`config.mk`:
```
export PLATFORM = sky130hd
export DESIGN_NAME = wdt0_unit
export DESIGN_NICKNAME = d
export VERILOG_FILES = /design/src/wdt0_pkg.sv /design/src/wdt0_unit.sv /design/src/wdt0_prescaler.sv
export SDC_FILE = /design/constraint.sdc
export NUM_CORES = 1
export LEC_CHECK = 0
export BUFFER_PORTS_ARGS = -buffer_cell sky130_fd_sc_hd__buf_2
export CAP_MARGIN = 20
export CELL_PAD_IN_SITES_DETAIL_PLACEMENT = 0
export CELL_PAD_IN_SITES_GLOBAL_PLACEMENT = 1
export CORE_MARGIN = 1
export CORE_UTILIZATION = 45
export CTS_CLUSTER_DIAMETER = 100
export DETAILED_ROUTE_END_ITERATION = 10
export HOLD_SLACK_MARGIN = 0.1
export PLACE_DENSITY = 0.85
export SYNTH_ARGS = -nofsm -noshare
export SYNTH_HDL_FRONTEND = slang
export SYNTH_SLANG_ARGS = --single-unit
```
`constraint.sdc`:
```
create_clock -name clk -period 2.9 [get_ports clk]
set_input_delay 0.435 -clock clk [delete_from_list [all_inputs] [get_ports clk]]
set_output_delay 0.435 -clock clk [all_outputs]
set_load 0.01 [all_outputs]
```
`src/wdt0_pkg.sv`:
```
/*
 package for the watchdog and timer 0 unit: register map, field positions,
 reset values, clock-select and mode codes, prescaler taps, state type.
 assumes the oscillator clock is the module clock and registers sit on the
 cpu register-addressing port (8-bit address, 8-bit data).
*/
package wdt0_pkg;
	localparam int          REG_W          = 8;
	localparam logic [7:0]  ADDR_T0_REF    = 8'hd1;
	localparam logic [7:0]  ADDR_T0_CTL    = 8'hd2;
	localparam logic [7:0]  ADDR_WD_CTL    = 8'hd3;
	localparam logic [7:0]  ADDR_WD_CNT    = 8'hfd;
	localparam logic [7:0]  REG_RESET      = 8'h00;
	localparam logic [7:0]  CNT_ZERO       = 8'h00;
	localparam logic [7:0]  CNT_ONE        = 8'h01;
	localparam logic [7:0]  CNT_MAX        = 8'hff;

	// watchdog control fields
	localparam int          WD_EN_HI       = 7;
	localparam int          WD_EN_LO       = 4;
	localparam int          WD_SEL_HI      = 3;
	localparam int          WD_SEL_LO      = 2;
	localparam int          WD_CNT_CLR_BIT = 1;
	localparam int          DIV_CLR_BIT    = 0;
	localparam logic [3:0]  WD_DISABLE     = 4'ha;
	localparam logic [7:0]  WD_STORE_MASK  = 8'hfc;
	localparam logic [1:0]  WD_SEL_4096    = 2'h0;
	localparam logic [1:0]  WD_SEL_1024    = 2'h1;
	localparam logic [1:0]  WD_SEL_128     = 2'h2;
	localparam logic [1:0]  WD_SEL_16384   = 2'h3;
	localparam int          STAB_BIT       = 3;
	localparam logic [3:0]  STAB_LOW_FULL  = 4'hf;

	// timer control fields
	localparam int          T0_SEL_HI      = 7;
	localparam int          T0_SEL_LO      = 6;
	localparam int          T0_MODE_HI     = 5;
	localparam int          T0_MODE_LO     = 4;
	localparam int          T0_CNT_CLR_BIT = 3;
	localparam int          T0_WRAP_EN_BIT = 2;
	localparam int          T0_MATCH_EN_BIT = 1;
	localparam int          T0_PEND_BIT    = 0;
	localparam logic [7:0]  T0_STORE_MASK  = 8'hf6;
	localparam logic [1:0]  T0_SEL_4096    = 2'h0;
	localparam logic [1:0]  T0_SEL_256     = 2'h1;
	localparam logic [1:0]  T0_SEL_8       = 2'h2;
	localparam logic [1:0]  T0_SEL_EXT     = 2'h3;
	localparam logic [1:0]  MODE_INTERVAL  = 2'h0;
	localparam logic [1:0]  MODE_CAP_RISE  = 2'h1;
	localparam logic [1:0]  MODE_CAP_FALL  = 2'h2;
	localparam logic [1:0]  MODE_PWM       = 2'h3;

	// shared prescaler: tap k pulses once every 2**PS_TAP_EXP[k] clocks
	localparam int          PS_WIDTH       = 14;
	localparam int          PS_TAPS        = 6;
	localparam int          PS_TAP_EXP [PS_TAPS] = '{3, 7, 8, 10, 12, 14};
	localparam int          TAP_8          = 0;
	localparam int          TAP_128        = 1;
	localparam int          TAP_256        = 2;
	localparam int          TAP_1024       = 3;
	localparam int          TAP_4096       = 4;
	localparam int          TAP_16384      = 5;
	localparam logic [13:0] PS_ONE         = 14'h0001;

	typedef enum logic [1:0] {WD_RUN, WD_STOP, WD_STAB} wdt0_state_t;
endpackage

```
`src/wdt0_unit.sv`:
```
/*
 watchdog (basic tick unit) and 8-bit timer 0 with interval, capture and pwm.
 assumes registers are reached over the cpu register port with one-cycle
 write and read strobes, timer pins already synchronous to clk, and clk
 being the oscillator clock.
*/
`timescale 1ns/100ps
module wdt0_unit (
	input  wire logic                     clk,
	input  wire logic                     rst_b,
	input  wire logic [wdt0_pkg::REG_W-1:0] reg_addr,
	input  wire logic                     reg_wr,
	input  wire logic                     reg_rd,
	input  wire logic [wdt0_pkg::REG_W-1:0] reg_wdata,
	output logic      [wdt0_pkg::REG_W-1:0] reg_rdata_r,
	input  wire logic                     stop_req,
	input  wire logic                     ext_wake,
	output logic                          osc_run_r,
	output logic                          cpu_clock_hold_r,
	output logic                          stab_done_r,
	output logic                          wdt_reset_r,
	input  wire logic                     timer_ext_clock_pin,
	input  wire logic                     timer_capture_pin,
	input  wire logic                     wrap_ack,
	output logic                          timer_wrap_interrupt_r,
	output logic                          timer_match_interrupt_r,
	output logic                          timer_pulse_output_r
);
	import wdt0_pkg::*;

	function automatic logic hit(input logic [REG_W-1:0] a, input logic [REG_W-1:0] t);
		return a == t;
	endfunction

	wdt0_state_t          state_r;
	wdt0_state_t          state_nxt;
	logic [PS_TAPS-1:0]   ps_tick;
	logic [7:0]           watchdog_control_r;
	logic [7:0]           watchdog_count_r;
	logic [7:0]           timer_control_r;
	logic [7:0]           timer_reference_value_r;
	logic [7:0]           timer_count_r;
	logic                 match_pend_r;
	logic                 match_pend_nxt;
	logic                 ext_prev_r;
	logic                 cap_prev_r;
	logic                 wr_wd_ctl;
	logic                 wr_t0_ctl;
	logic                 wr_t0_ref;
	logic                 div_clr;
	logic                 wd_clr;
	logic                 t0_clr;
	logic                 run_osc;
	logic                 wd_tick;
	logic                 wd_en;
	logic                 wd_wrap;
	logic                 stab_end;
	logic [1:0]           t0_sel;
	logic [1:0]           t0_mode;
	logic                 t0_tick;
	logic                 t0_eq;
	logic                 t0_match;
	logic                 t0_wrap;
	logic                 cap_edge;

	assign wr_wd_ctl = reg_wr && hit(reg_addr, ADDR_WD_CTL);
	assign wr_t0_ctl = reg_wr && hit(reg_addr, ADDR_T0_CTL);
	assign wr_t0_ref = reg_wr && hit(reg_addr, ADDR_T0_REF);
	assign div_clr   = wr_wd_ctl && reg_wdata[DIV_CLR_BIT];
	assign wd_clr    = wr_wd_ctl && reg_wdata[WD_CNT_CLR_BIT];
	assign t0_clr    = wr_t0_ctl && reg_wdata[T0_CNT_CLR_BIT];
	// oscillator is stopped in stop mode, so no divided tick reaches either counter
	assign run_osc   = (state_r != WD_STOP);

	wdt0_prescaler u_prescaler (
		.clk   (clk),
		.rst_b (rst_b),
		.clear (div_clr),
		.tick  (ps_tick)
	);

	// watchdog side
	always_comb begin
		unique case (watchdog_control_r[WD_SEL_HI:WD_SEL_LO])
			WD_SEL_4096:  wd_tick = ps_tick[TAP_4096];
			WD_SEL_1024:  wd_tick = ps_tick[TAP_1024];
			WD_SEL_128:   wd_tick = ps_tick[TAP_128];
			WD_SEL_16384: wd_tick = ps_tick[TAP_16384];
		endcase
		wd_tick = wd_tick && run_osc;
	end

	assign wd_en    = watchdog_control_r[WD_EN_HI:WD_EN_LO] != WD_DISABLE;
	assign wd_wrap  = wd_tick && (watchdog_count_r == CNT_MAX) && !wd_clr;
	assign stab_end = (state_r == WD_STAB) && wd_tick && !wd_clr
	                  && (watchdog_count_r[STAB_BIT:0] == STAB_LOW_FULL);

	always_ff @(posedge clk or negedge rst_b) begin
		if (!rst_b) begin
			watchdog_control_r <= REG_RESET;
		end else if (wr_wd_ctl) begin
			// clear bits are strobes only and always read back zero
			watchdog_control_r <= reg_wdata & WD_STORE_MASK;
		end
	end

	always_ff @(posedge clk or negedge rst_b) begin
		if (!rst_b) begin
			watchdog_count_r <= CNT_ZERO;
		end else if (wd_clr) begin
			watchdog_count_r <= CNT_ZERO;
		end else if (state_r == WD_STOP && ext_wake) begin
			// a wake starts the stabilization interval from a known count
			watchdog_count_r <= CNT_ZERO;
		end else if (wd_tick) begin
			watchdog_count_r <= watchdog_count_r + CNT_ONE;
		end
	end

	always_ff @(posedge clk or negedge rst_b) begin
		if (!rst_b) begin
			wdt_reset_r <= 1'b0;
		end else begin
			wdt_reset_r <= wd_wrap && wd_en;
		end
	end

	// stop and stabilization sequencing; reset itself lands in stabilization
	always_comb begin
		state_nxt = state_r;
		unique case (state_r)
			WD_RUN:  if (stop_req) begin
				state_nxt = WD_STOP;
			end
			WD_STOP: if (ext_wake) begin
				state_nxt = WD_STAB;
			end
			WD_STAB: if (stab_end) begin
				state_nxt = WD_RUN;
			end
		endcase
	end

	always_ff @(posedge clk or negedge rst_b) begin
		if (!rst_b) begin
			state_r          <= WD_STAB;
			osc_run_r        <= 1'b1;
			cpu_clock_hold_r <= 1'b1;
			stab_done_r      <= 1'b0;
		end else begin
			state_r          <= state_nxt;
			osc_run_r        <= (state_nxt != WD_STOP);
			cpu_clock_hold_r <= (state_nxt != WD_RUN);
			stab_done_r      <= stab_end;
		end
	end

	// timer 0 side
	assign t0_sel  = timer_control_r[T0_SEL_HI:T0_SEL_LO];
	assign t0_mode = timer_control_r[T0_MODE_HI:T0_MODE_LO];

	always_comb begin
		unique case (t0_sel)
			T0_SEL_4096: t0_tick = ps_tick[TAP_4096];
			T0_SEL_256:  t0_tick = ps_tick[TAP_256];
			T0_SEL_8:    t0_tick = ps_tick[TAP_8];
			T0_SEL_EXT:  t0_tick = timer_ext_clock_pin && !ext_prev_r;
		endcase
		t0_tick = t0_tick && run_osc;
	end

	// comparator: counter against reference
	assign t0_eq    = (timer_count_r == timer_reference_value_r);
	assign t0_match = t0_tick && t0_eq && !t0_clr
	                  && (t0_mode == MODE_INTERVAL || t0_mode == MODE_PWM);
	assign t0_wrap  = t0_tick && !t0_clr && (timer_count_r == CNT_MAX)
	                  && !(t0_mode == MODE_INTERVAL && t0_eq);
	assign cap_edge = (t0_mode == MODE_CAP_RISE && timer_capture_pin && !cap_prev_r)
	               || (t0_mode == MODE_CAP_FALL && !timer_capture_pin && cap_prev_r);

	always_ff @(posedge clk or negedge rst_b) begin
		if (!rst_b) begin
			ext_prev_r <= 1'b0;
			cap_prev_r <= 1'b0;
		end else begin
			ext_prev_r <= timer_ext_clock_pin;
			cap_prev_r <= timer_capture_pin;
		end
	end

	always_ff @(posedge clk or negedge rst_b) begin
		if (!rst_b) begin
			timer_control_r <= REG_RESET;
		end else if (wr_t0_ctl) begin
			// bit 3 is a strobe and bit 0 lives in the pending flop
			timer_control_r <= reg_wdata & T0_STORE_MASK;
		end
	end

	always_ff @(posedge clk or negedge rst_b) begin
		if (!rst_b) begin
			timer_count_r <= CNT_ZERO;
		end else if (t0_clr) begin
			timer_count_r <= CNT_ZERO;
		end else if (t0_tick) begin
			if (t0_mode == MODE_INTERVAL && t0_eq) begin
				timer_count_r <= CNT_ZERO;
			end else begin
				timer_count_r <= timer_count_r + CNT_ONE;
			end
		end
	end

	// a capture in the same cycle as a software write wins: the edge is real data
	always_ff @(posedge clk or negedge rst_b) begin
		if (!rst_b) begin
			timer_reference_value_r <= REG_RESET;
		end else if (cap_edge) begin
			timer_reference_value_r <= timer_count_r;
		end else if (wr_t0_ref) begin
			timer_reference_value_r <= reg_wdata;
		end
	end

	// set wins over the software clear so a same-cycle event is not lost
	always_comb begin
		match_pend_nxt = match_pend_r;
		if (wr_t0_ctl && !reg_wdata[T0_PEND_BIT]) begin
			match_pend_nxt = 1'b0;
		end
		if (t0_match || cap_edge) begin
			match_pend_nxt = 1'b1;
		end
	end

	always_ff @(posedge clk or negedge rst_b) begin
		if (!rst_b) begin
			match_pend_r            <= 1'b0;
			timer_match_interrupt_r <= 1'b0;
		end else begin
			match_pend_r            <= match_pend_nxt;
			timer_match_interrupt_r <= match_pend_nxt && timer_control_r[T0_MATCH_EN_BIT];
		end
	end

	always_ff @(posedge clk or negedge rst_b) begin
		if (!rst_b) begin
			timer_wrap_interrupt_r <= 1'b0;
		end else if (t0_wrap && timer_control_r[T0_WRAP_EN_BIT]) begin
			timer_wrap_interrupt_r <= 1'b1;
		end else if (wrap_ack) begin
			timer_wrap_interrupt_r <= 1'b0;
		end
	end

	always_ff @(posedge clk or negedge rst_b) begin
		if (!rst_b) begin
			timer_pulse_output_r <= 1'b0;
		end else if (t0_mode == MODE_PWM) begin
			timer_pulse_output_r <= (timer_reference_value_r > timer_count_r);
		end else if (t0_match) begin
			timer_pulse_output_r <= !timer_pulse_output_r;
		end
	end

	// read port: answer one cycle after the strobe, unmapped addresses read zero
	always_ff @(posedge clk or negedge rst_b) begin
		if (!rst_b) begin
			reg_rdata_r <= REG_RESET;
		end else if (reg_rd) begin
			case (reg_addr)
				ADDR_T0_REF: reg_rdata_r <= timer_reference_value_r;
				ADDR_T0_CTL: reg_rdata_r <= timer_control_r | {7'h00, match_pend_r};
				ADDR_WD_CTL: reg_rdata_r <= watchdog_control_r;
				ADDR_WD_CNT: reg_rdata_r <= watchdog_count_r;
				default:     reg_rdata_r <= REG_RESET;
			endcase
		end
	end
endmodule // wdt0_unit

```
`src/wdt0_prescaler.sv`:
```
/*
 shared frequency divider for the watchdog and timer 0.
 assumes clk is the oscillator clock; clear is a one-cycle strobe.
*/
`timescale 1ns/100ps
module wdt0_prescaler (
	input  wire logic                        clk,
	input  wire logic                        rst_b,
	input  wire logic                        clear,
	output wire logic [wdt0_pkg::PS_TAPS-1:0] tick
);
	import wdt0_pkg::*;

	logic [PS_WIDTH-1:0] div_r;

	always_ff @(posedge clk or negedge rst_b) begin
		if (!rst_b) begin
			div_r <= '0;
		end else if (clear) begin
			div_r <= '0;
		end else begin
			div_r <= div_r + PS_ONE;
		end
	end

	// no tick in the clearing cycle, so a cleared divider restarts a full period
	for (genvar g = 0; g < PS_TAPS; g++) begin : g_tap
		assign tick[g] = !clear && (&div_r[PS_TAP_EXP[g]-1:0]);
	end
endmodule // wdt0_prescaler

```
==> results.md, run 1 <==
- Status: completed
- Most common cell after layout, fill and taps aside: dfrtp_1
- Path category of the worst min-delay check: input pin to register
- Setup bufs post-CTS: 0
- Nature of the critical path endpoint: register
- Core area: about 8300 sq um
- Post-DR wirelength/cell: 16.5 microns
- Post-Syn Nets: around 470
- Final Setup Violations: 0
- Max_slew headroom: 0.333
- Mean Syn Cell Area: 9.31 sq um
- Largest net degree at the start of global routing: 45
- Async SR Flop Fraction: 1.00
- Max Used Layer: met4
- Area growth from synthesis to final layout: 12.8%
- PortBufs: 39
- Simple-gate share of the synthesized area: 0.212
- Top Family by Delay on Critical Path: simple AND/OR/NAND/NOR gates
- CP bufs+invs: 0
- WS Path Type: register to register
- Seq/Total Area, Yosys: 0.447
- Antenna viol nets, final: 0
- Clk_skew: around 9.6 ps
- Largest family of logic cells by synthesized area: simple AND/OR/NAND/NOR gates
- EDFF count, synth: 0
- Met2 routed WL: between 4000 and 5000 microns
- Synth Instances: approximately 420
- Share of layout cells above drive strength 1: 0.185
- Grt ovf: 0
- M1 WL: between 4000 and 5000 microns
- Final WL: about 9500 microns
- Req. time, crit path: 3140 ps
- Warnings, synthesis: 0
- Cell area after placement: roughly 4200 sq um
- DP HPWL: 7090 microns
- # clock sinks: 70
- First-pass GRT wire length: 15,000 microns
- Post-Synth XOR/XNOR Area: 0.0379
- Final Wtd Congestion: around 0.87
- Setup Total Neg Slack: 0 ps
- Cell area after synthesis: roughly 3900 sq um
- Peak Freq: between 0.4 and 0.5 GHz
- Initial antenna violation count: 0
- Adder-Cell Fraction of Synth Area: 0.0669
- Worst-skew pair later-pin latency: roughly 360 ps
- Worst path cell trace: ha_1 > and3_1 > nand3_2 > or4_4 > a2111o_1 > a31oi_1
- Die area: around 9100 sq um
- Slew @ Worst Pin: about 1000 ps
- CTS tree: built
- Antenna diodes: 0
- FILL cells: just over 800
- Reg2Reg Setup Slack: approximately 570 ps
- Final Hold Fails: 0
- Synth Flop Type: dfrtp_1
- Pleak: 0.00192 uW
- RSZ-0062 raised after global routing: false
- Vias in the first global route: approximately 3,000
- Synth area leader: dfrtp_1
- Die Y: about 95 microns
- Num rows: 33
- Via count: 3,221
- Met3 WL post-DR: slightly below 500 microns
- Synth top area share: 0.427
- CP max FO: 7
- CP peak stage delay: 490 ps
- Crit path max-delay cell type: or4_4
- H-Tree Depth: 3
- Crit start category: register
- I/O pins: 40
- Max Cap Viol: 0
- DR pass1 iterations: 4
- Max Slew Vio Count: 0
- Global Route Usage Sum: 0.222
- Vias/cell: 5.60
- Synth top area cells: dfrtp_1 43%, ha_1 6.7%, nor2_1 4.4%
- Pwr dens: between 600 and 700 nW/um^2
- Die Wd: 95.4 microns
- Fin crit share: 0.803
- Mux contribution to synthesized area: 0.0420
- DRC: 0
- Commonest non-fill, non-tap cells in the layout: 67 x dfrtp_1, 46 x nor2_1, 42 x nand2_1, 39 x buf_2, 34 x inv_1
- Nets@finish: 511
- Maximum vdd ir drop: ~0.00035 V
- Root Driver: clkbuf_8
- Final min period: about 2300 ps
- Worst-path clk slew: 70 ps
- Compound-Gate Fraction of Synth Area: 0.141
- Design Area, Final: 4430 sq um
- First DRT Iteration DRCs: between 100 and 150
- Arrival time at the worst endpoint: between 2000 and 3000 ps
- Max clock buf depth: 2
- Cell variety after synth: 59
- CTS Buf Count: 9
- Initial Util: 0.471
- Synthesized flop and latch total: 70
==> worst register-to-register path, delay by kind of cell, from the launching register on <==
kind                       cells  cell delay (ps)
and+or+nand+nor                3              880
adders and majority gates      1              200
DFF                            1              390
AOI/OAI and AO/OA              2              750
==> sequential cells by signal, indices dropped and copies added, names as in the netlist <==
signal and count:
u_prescaler.div_r 14, reg_rdata_r 8, timer_count_r 8, timer_reference_value_r 8, watchdog_count_r 8, timer_control_r 6, watchdog_control_r 6, state_r 2
cap_prev_r 1, cpu_clock_hold_r 1, ext_prev_r 1, match_pend_r 1, osc_run_r 1, stab_done_r 1, timer_match_interrupt_r 1, timer_pulse_output_r 1
timer_wrap_interrupt_r 1, wdt_reset_r 1
==> kinds of logic (layout without fill, tap and decap cells) <==
family	Yosys count	in the layout
and+or+nand+nor	160	160
AOI/OAI and AO/OA	91	91
DFF	70	70
buffers and inverters	48	96
adders and majority gates	21	21
xor gates and xnor gates	17	17
muxes	15	15
==> final cells by class <==
class | count | area [sq um] | area share
clock buffer | 11 | 141 | 0.0319
tap | 105 | 131 | 0.0296
inverter | 34 | 128 | 0.0288
sequential | 70 | 1760 | 0.396
clock inverter | 5 | 36.3 | 0.00819
multi-input combinational | 304 | 1970 | 0.443
timing repair buffer | 46 | 275 | 0.0621
==> cell usage after synthesis (6+ instances only) <==
| master | instances |
|---|---|
| a21oi_1 | 30 |
| a22oi_1 | 6 |
| and3_1 | 6 |
| clkbuf_1 | 8 |
| dfrtp_1 | 67 |
| ha_1 | 21 |
| inv_1 | 34 |
| mux2_2 | 11 |
| nand2_1 | 42 |
| nand3_1 | 17 |
| nand4_1 | 7 |
| nor2_1 | 46 |
| nor3_1 | 8 |
| o21ai_0 | 12 |
| o21ai_1 | 9 |
| o22ai_1 | 15 |
| xnor2_1 | 11 |
| xor2_1 | 6 |
==> layer usage <==
layer  up-vias  GRT usage
li1       1560          -
met1      1583      0.299
met2        65      0.354
met3        13     0.0431
met4         0     0.0833
met5         -          0
==> final timing paths <==
| check | start | endpoint | depth (start not counted) |
|---|---|---|---|
| setup reg to reg | u_prescaler.div_r[0] | timer_match_interrupt_r | 6 |
| min in group asynchronous | rst_b | timer_count_r[1] | 2 |
| setup / recovery | u_prescaler.div_r[0] | timer_match_interrupt_r | 6 |
| hold / removal | timer_capture_pin | cap_prev_r | 1 |
| hold reg to reg | u_prescaler.div_r[0] | u_prescaler.div_r[0] | 1 |
| max in group asynchronous | rst_b | watchdog_control_r[5] | 4 |
==> through the flow <==
| stage | total power, uW | hold WS [ps] | util | instances | setup slack, ps |
|---|---|---|---|---|---|
| after floorplan | 2030 | 139 | - | 422 | 716 |
| after global placement | 2290 | 471 | 0.507 | 557 | 495 |
| after detailed placement | 2320 | 482 | 0.507 | 557 | 486 |
| after CTS | 3050 | 204 | 0.528 | 573 | 579 |
| after global routing | 3250 | 213 | 0.532 | 575 | 448 |
| final | 3040 | 212 | 0.532 | 575 | 570 |
==> timing repair <==
item / CTS / global route
hold buffers: 0 / 1
gates resized for setup: 0 / 0
endpoints found under the hold margin: 0 / 13
==> power by group <==
group	switching (uW)	leakage (uW)	internal [uW]
clock network	386	0.0000815	334
logic	507	0.000972	371
registers	247	0.000866	1200
No activity file was read; power rests on OpenSTA's default activity.
==> inputs of run 2 (changes only) <==
--- a/config.mk
+++ b/config.mk
@@ -10,11 +10,11 @@
 export CELL_PAD_IN_SITES_DETAIL_PLACEMENT = 0
 export CELL_PAD_IN_SITES_GLOBAL_PLACEMENT = 1
 export CORE_MARGIN = 1
-export CORE_UTILIZATION = 45
+export CORE_UTILIZATION = 41
 export CTS_CLUSTER_DIAMETER = 100
 export DETAILED_ROUTE_END_ITERATION = 10
 export HOLD_SLACK_MARGIN = 0.1
-export PLACE_DENSITY = 0.85
+export PLACE_DENSITY = 0.82
 export SYNTH_ARGS = -nofsm -noshare
 export SYNTH_HDL_FRONTEND = slang
 export SYNTH_SLANG_ARGS = --single-unit
==> constraint.sdc (replaced) <==
create_clock -name clk -period 2 [get_ports clk]
set_input_delay 0.3 -clock clk [delete_from_list [all_inputs] [get_ports clk]]
set_output_delay 0.3 -clock clk [all_outputs]
set_load 0.01 [all_outputs]
==> results.md, run 2 (same netlist as run 1, synthesis figures left out) <==
- Die area: 9980 sq um (+9.6%)
- FF-to-FF Start: u_prescaler.div_r[1]
- Worst-skew pair later-pin latency: 350 ps (about the same)
- Initial Util: 0.425 (-0.0459)
- Post-DR wirelength/cell: 15.4 microns (-6.2%)
- Path category of the worst min-delay check: input pin to register
- H-Tree Depth: 3 (unchanged)
- Hold Path Sink: timer_wrap_interrupt_r
- Final min period: 2090 ps (-238 ps)
- Maximum vdd ir drop: 0.000561 V (+60%)
- Max_slew headroom: 0.654 (+0.321)
- Reg2Reg Setup Slack: -90 ps (-660 ps)
- Req. time, crit path: 2230 ps (-910 ps)
- Slew @ Worst Pin: 515 ps (-485 ps)
- Die Y: 99.9 microns (+4.7%)
- Peak Freq: 0.478 GHz (+11%)
- I/O pins: 40 (unchanged)
- Via count: 3,401 (+5.6%)
- Clk_skew: 9.75 ps (+0.133 ps)
- DP Cell Count: 628 (+13%)
- Commonest non-fill, non-tap cells in the layout: 67 x dfrtp_1, 53 x buf_4, 46 x nor2_1, 41 x nand2_1, 39 x buf_2
- Max Slew Vio Count: 0 (unchanged)
- DR pass1 iterations: 4 (unchanged)
- Final WL: 10,000 microns (+6.2%)
- Hold depth: 2 (+1)
- Area growth from synthesis to final layout: 29.0%
- Setup ws final: -91.6 ps (-662 ps)
- Status: finished, violations left
- Final std cells w/o fill: 651 (+13%)
- WS Path Type: register to register
- Grt ovf: 0 (unchanged)
- Pleak: 0.00225 uW (+17%)
- RSZ-0062 raised after global routing: true
- CTS Buf Count: 9 (unchanged)
- Num rows: 35 (+6.1%)
- Pwr dens: 1050 nW/um^2 (+53%)
- Final Setup Violations: 5 (+5)
- Global Route Usage Sum: 0.211 (-0.0105)
- CTS tree: built
- Worst r2r dst: timer_pulse_output_r
- DRC: 0 (unchanged)
- Most common cell after layout, fill and taps aside: dfrtp_1
- Initial antenna violation count: 0 (unchanged)
- Crit start category: register
- Final Hold Fails: 0 (unchanged)
- # clock sinks: 70 (unchanged)
- Worst-path clk slew: 80 ps (about the same)
- First-pass GRT wire length: 16,200 microns (+7.8%)
- Setup Total Neg Slack: -300 ps (-300 ps)
- Hold path start: wrap_ack
- Failing checks: setup timing
- Share of layout cells above drive strength 1: 0.295 (+0.110)
- Antenna viol nets, final: 0 (unchanged)
- CP peak stage delay: 470 ps (-20 ps)
- Max reg flops: 14 (unchanged)
- Core area: 9240 sq um (+11%)
- Largest Register: u_prescaler.div_r
- Antenna diodes: 0 (unchanged)
- First DRT Iteration DRCs: 122 (-18%)
- Vias/cell: 5.22 (-6.7%)
- DP HPWL: 7560 microns (+6.6%)
- Fin crit share: 1.05 (+0.242)
- Crit path max-delay cell type: or4_4
- Root Driver: clkbuf_8
- Vias in the first global route: 3,369 (+11%)
- Largest net degree at the start of global routing: 48 (+6.7%)
- Nature of the critical path endpoint: register
- Die Wd: 99.9 microns (+4.7%)
- CP max FO: 4 (-3)
- Worst path cell trace: ha_2 > and3_4 > nand3_4 > or4_4 > a2111o_1 > xor2_1 > o22ai_1
- Max clock buf depth: 2 (unchanged)
- Arrival time at the worst endpoint: 2320 ps (-250 ps)
- PortBufs: 39 (unchanged)
- Final Wtd Congestion: 0.940 (+8.4%)
- Reg2reg path depth: 7 (+1)
- Max Cap Viol: 0 (unchanged)
- Nets@finish: 563 (+10%)
- WHS: 133 ps (-78.6 ps)
## run 2: cell types whose count changed in the layout (fill, tap and decap cells not counted), sizes merged
cell,before,now
clkbuf,11,9
dlygate4sd3,1,3
clkinvlp,3,1
buf,45,95
bufinv,0,4
clkinv,2,1
inv,34,35
## run 2: layer usage
| metal | track usage | part of all wire |
|---|---|---|
| met1 | 0.248 | 0.42 |
| met2 | 0.381 | 0.53 |
| met3 | 0.0550 | 0.036 |
| met4 | 0.0577 | 0.017 |
| met5 | 0 | 0 |
## run 2: final cells by class
cell class / count / area [sq um]
clock buffer: 9 / 124
clock inverter: 7 / 145
fill: 821 / 4170
inverter: 34 / 128
multi-input combinational: 304 / 2080
sequential: 70 / 1760
tap: 129 / 161
timing repair buffer: 98 / 674
## run 2: power breakdown
part           internal, uW  switching, uW
Combinational           833            913
Clock                   960            568
Sequential             1740            293
Total                  3530           1770
## run 2: worst max path at each step
stage	from	endpoint	slack [ps]	cells past startpoint
after floorplan	reg_addr[3]	timer_count_r[7]	-50	8
after CTS	u_prescaler.div_r[1]	timer_pulse_output_r	-70	7
after detailed placement	timer_control_r[7]	timer_pulse_output_r	-120	8
after global placement	timer_control_r[6]	timer_pulse_output_r	-60	8
final	u_prescaler.div_r[1]	timer_pulse_output_r	-90	7
after global routing	u_prescaler.div_r[1]	timer_pulse_output_r	-170	7
## run 2: worst max-delay path: cells and delay by family, from the launching register on
family | cells | cell delay (ps)
flip-flops | 1 | 370
XOR/XNOR | 1 | 150
adder cells (fa/ha/maj) | 1 | 180
AO/OA/AOI/OAI | 2 | 510
AND/OR/NAND/NOR | 3 | 760
## run 2: what timing repair did
| item | 4_1_cts | 5_1_grt |
|---|---|---|
| gates resized for setup | 6 | 15 |
| hold buffers | 3 | 0 |
| endpoints found under the hold margin | 13 | 0 |
| setup endpoints to repair | 15 | 20 |
| pin swaps | 0 | 2 |
| buffers inserted | 3 | 1 |
## run 2: stage by stage
step	setup WS (ps)	total power (uW)	cell area [sq um]	util
6_report	-91.6	5300	5070	0.548
5_1_grt	-170	5630	5070	0.548
4_1_cts	-66.8	5270	4980	0.539
3_5_place_dp	-123	3700	4630	0.501
3_3_place_gp	-63.8	3640	4630	0.501
2_1_floorplan	-49.4	2940	3930	-
==> inputs of run 3 (changes only) <==
--- a/config.mk
+++ b/config.mk
@@ -15,6 +15,7 @@
 export DETAILED_ROUTE_END_ITERATION = 10
 export HOLD_SLACK_MARGIN = 0.1
 export PLACE_DENSITY = 0.82
+export REMOVE_ABC_BUFFERS = 1
 export SYNTH_ARGS = -nofsm -noshare
 export SYNTH_HDL_FRONTEND = slang
 export SYNTH_SLANG_ARGS = --single-unit
==> results.md, run 3 (same netlist as run 1, synthesis figures left out) <==
- Crit path max-delay cell type: or4_4
- Pleak: 0.00226 uW (+0.71%)
- Maximum vdd ir drop: 0.000753 V (+34%)
- Max Slew Vio Count: 0 (unchanged)
- Design Area, Final: 5080 sq um (+0.27%)
- Status: finished, violations left
- Final Wtd Congestion: 0.832 (-11%)
- Die Wd: 99.9 microns (unchanged)
- Reg2Reg Setup Slack: -110 ps (-20 ps)
- FILL cells: 814 (-0.85%)
- Die area: 9980 sq um (unchanged)
- Met3 WL post-DR: 429 microns (+18%)
- Die Y: 99.9 microns (unchanged)
- WS Path Type: register to register
- Pwr dens: 1000 nW/um^2 (-4.1%)
- WHS: 129 ps (-4.19 ps)
- Area growth from synthesis to final layout: 29.3%
- First-pass GRT wire length: 16,600 microns (+2.6%)
- Slew @ Worst Pin: 549 ps (+34.4 ps)
- Share of layout cells above drive strength 1: 0.302 (+0.00744)
- CTS Buf Count: 9 (unchanged)
- CP peak stage delay: 460 ps (about the same)
- Max clock buf depth: 2 (unchanged)
- Num rows: 35 (unchanged)
- Core area: 9240 sq um (unchanged)
- M1 WL: 4430 microns (+4.8%)
- Nature of the critical path endpoint: register
- Global Route Usage Sum: 0.215 (+0.00383)
- Peak Freq: 0.473 GHz (-1.1%)
- Antenna diodes: 0 (unchanged)
- Max reg flops: 14 (unchanged)
- Hold path start: wrap_ack
- Hold Path Sink: timer_wrap_interrupt_r
- First DRT Iteration DRCs: 122 (unchanged)
- Vias/cell: 5.20 (-0.48%)
- Antenna viol nets, final: 0 (unchanged)
- Area of the multi-input gates: 2090 sq um (+0.60%)
- Final Setup Violations: 13 (+8)
- Met2 routed WL: 4890 microns (-7.4%)
- H-Tree Depth: 3 (unchanged)
- DR pass1 iterations: 4 (unchanged)
- Reg2reg path depth: 9 (+2)
- Most common cell after layout, fill and taps aside: dfrtp_1
- CTS tree: built
- Final Hold Fails: 0 (unchanged)
- Vias in the first global route: 3,441 (+2.1%)
- Top Family by Delay on Critical Path: simple AND/OR/NAND/NOR gates
- I/O pins: 40 (unchanged)
- Worst path cell trace: ha_2 > and3_4 > nand3_4 > or4_4 > buf_4 > a21oi_4 > buf_4 > mux2i_1 > nor2_1
- Largest net degree at the start of global routing: 71 (+48%)
- Setup Total Neg Slack: -1050 ps (-752 ps)
- Worst-path clk slew: 80 ps (about the same)
- Setup ws final: -115 ps (-23.2 ps)
- CP max FO: 4 (unchanged)
- Final WL: 9990 microns (-0.60%)
- Hold depth: 2 (unchanged)
- Fin crit share: 1.06 (+0.0116)
- Post-DR wirelength/cell: 15.2 microns (-1.7%)
- RSZ-0062 raised after global routing: true
- Root Driver: clkbuf_8
- Nets@finish: 570 (+1.2%)
- Initial antenna violation count: 0 (unchanged)
- Req. time, crit path: 2250 ps (+20 ps)
- Initial Util: 0.425 (unchanged)
- Most common cell on crit path: buf_4
- Clk_skew: 10.3 ps (+0.557 ps)
- CP bufs+invs: 2 (+2)
- Grt ovf: 0 (unchanged)
- Sequential cell area: 1760 sq um (unchanged)
- DRC: 0 (unchanged)
- Max_slew headroom: 0.631 (-0.0231)
- Crit start category: register
- Path category of the worst min-delay check: input pin to register
- Max Cap Viol: 0 (unchanged)
- Final min period: 2110 ps (+23.2 ps)
- # clock sinks: 70 (unchanged)
- Arrival time at the worst endpoint: 2370 ps (+50 ps)
- Largest Register: u_prescaler.div_r
- Max Used Layer: met4
- FF-to-FF Start: u_prescaler.div_r[0]
- PortBufs: 39 (unchanged)
- Cell area after placement: 4670 sq um (+0.86%)
- Failing checks: setup timing
- Worst-skew pair later-pin latency: 360 ps (about the same)
- Via count: 3,421 (+0.59%)
- Worst r2r dst: timer_count_r[0]
- Commonest non-fill, non-tap cells in the layout: 67 x dfrtp_1, 61 x buf_4, 46 x nor2_1, 41 x nand2_1, 39 x buf_2
- DP HPWL: 7530 microns (-0.37%)
run 3: per-layer routing:
metal  track usage  vias up
met3        0.0279       19
met2         0.358       65
met1         0.285     1656
li1              -     1681
met4        0.0871        0
met5             0        -
run 3: how the worst max path moves through the flow:
stage	start	end	slack [ps]	cells after the start
2_1_floorplan	reg_addr[3]	timer_pulse_output_r	-530	6
3_3_place_gp	reg_addr[3]	timer_count_r[2]	-150	7
3_5_place_dp	reg_addr[3]	timer_count_r[7]	-170	7
4_1_cts	u_prescaler.div_r[1]	timer_pulse_output_r	-90	7
5_1_grt	u_prescaler.div_r[0]	timer_count_r[0]	-210	9
6_report	u_prescaler.div_r[0]	timer_count_r[0]	-110	9
run 3: cell type report:
type | instances | area share
Timing Repair Buffer | 105 | 0.142
Sequential cell | 70 | 0.345
Clock buffer | 9 | 0.0244
Clock inverter | 7 | 0.0192
Multi-Input combinational cell | 304 | 0.412
Inverter | 34 | 0.0251
Tap cell | 129 | 0.0318
run 3: per-stage QoR:
stage | setup WS [ps] | std cells | utilization | power [uW]
6_report | -115 | 658 | 0.550 | 5100
2_1_floorplan | -526 | 408 | - | 2920
3_5_place_dp | -167 | 634 | 0.506 | 3690
3_3_place_gp | -149 | 634 | 0.506 | 3600
4_1_cts | -92.2 | 655 | 0.539 | 5060
5_1_grt | -210 | 658 | 0.550 | 5470
run 3: where the power goes:
| part | internal (uW) | total, uW | switching [uW] |
|---|---|---|---|
| clock | 706 | 1300 | 591 |
| sequential | 1740 | 1990 | 256 |
| combinational | 862 | 1810 | 946 |
run 3: repair_timing:
action                     CTS  global route
hold buffers                 3             0
buffers inserted             2             3
setup endpoints to repair   16            23
pin swaps                    1             4
hold endpoints to repair    69             0
gates resized for setup      8            14
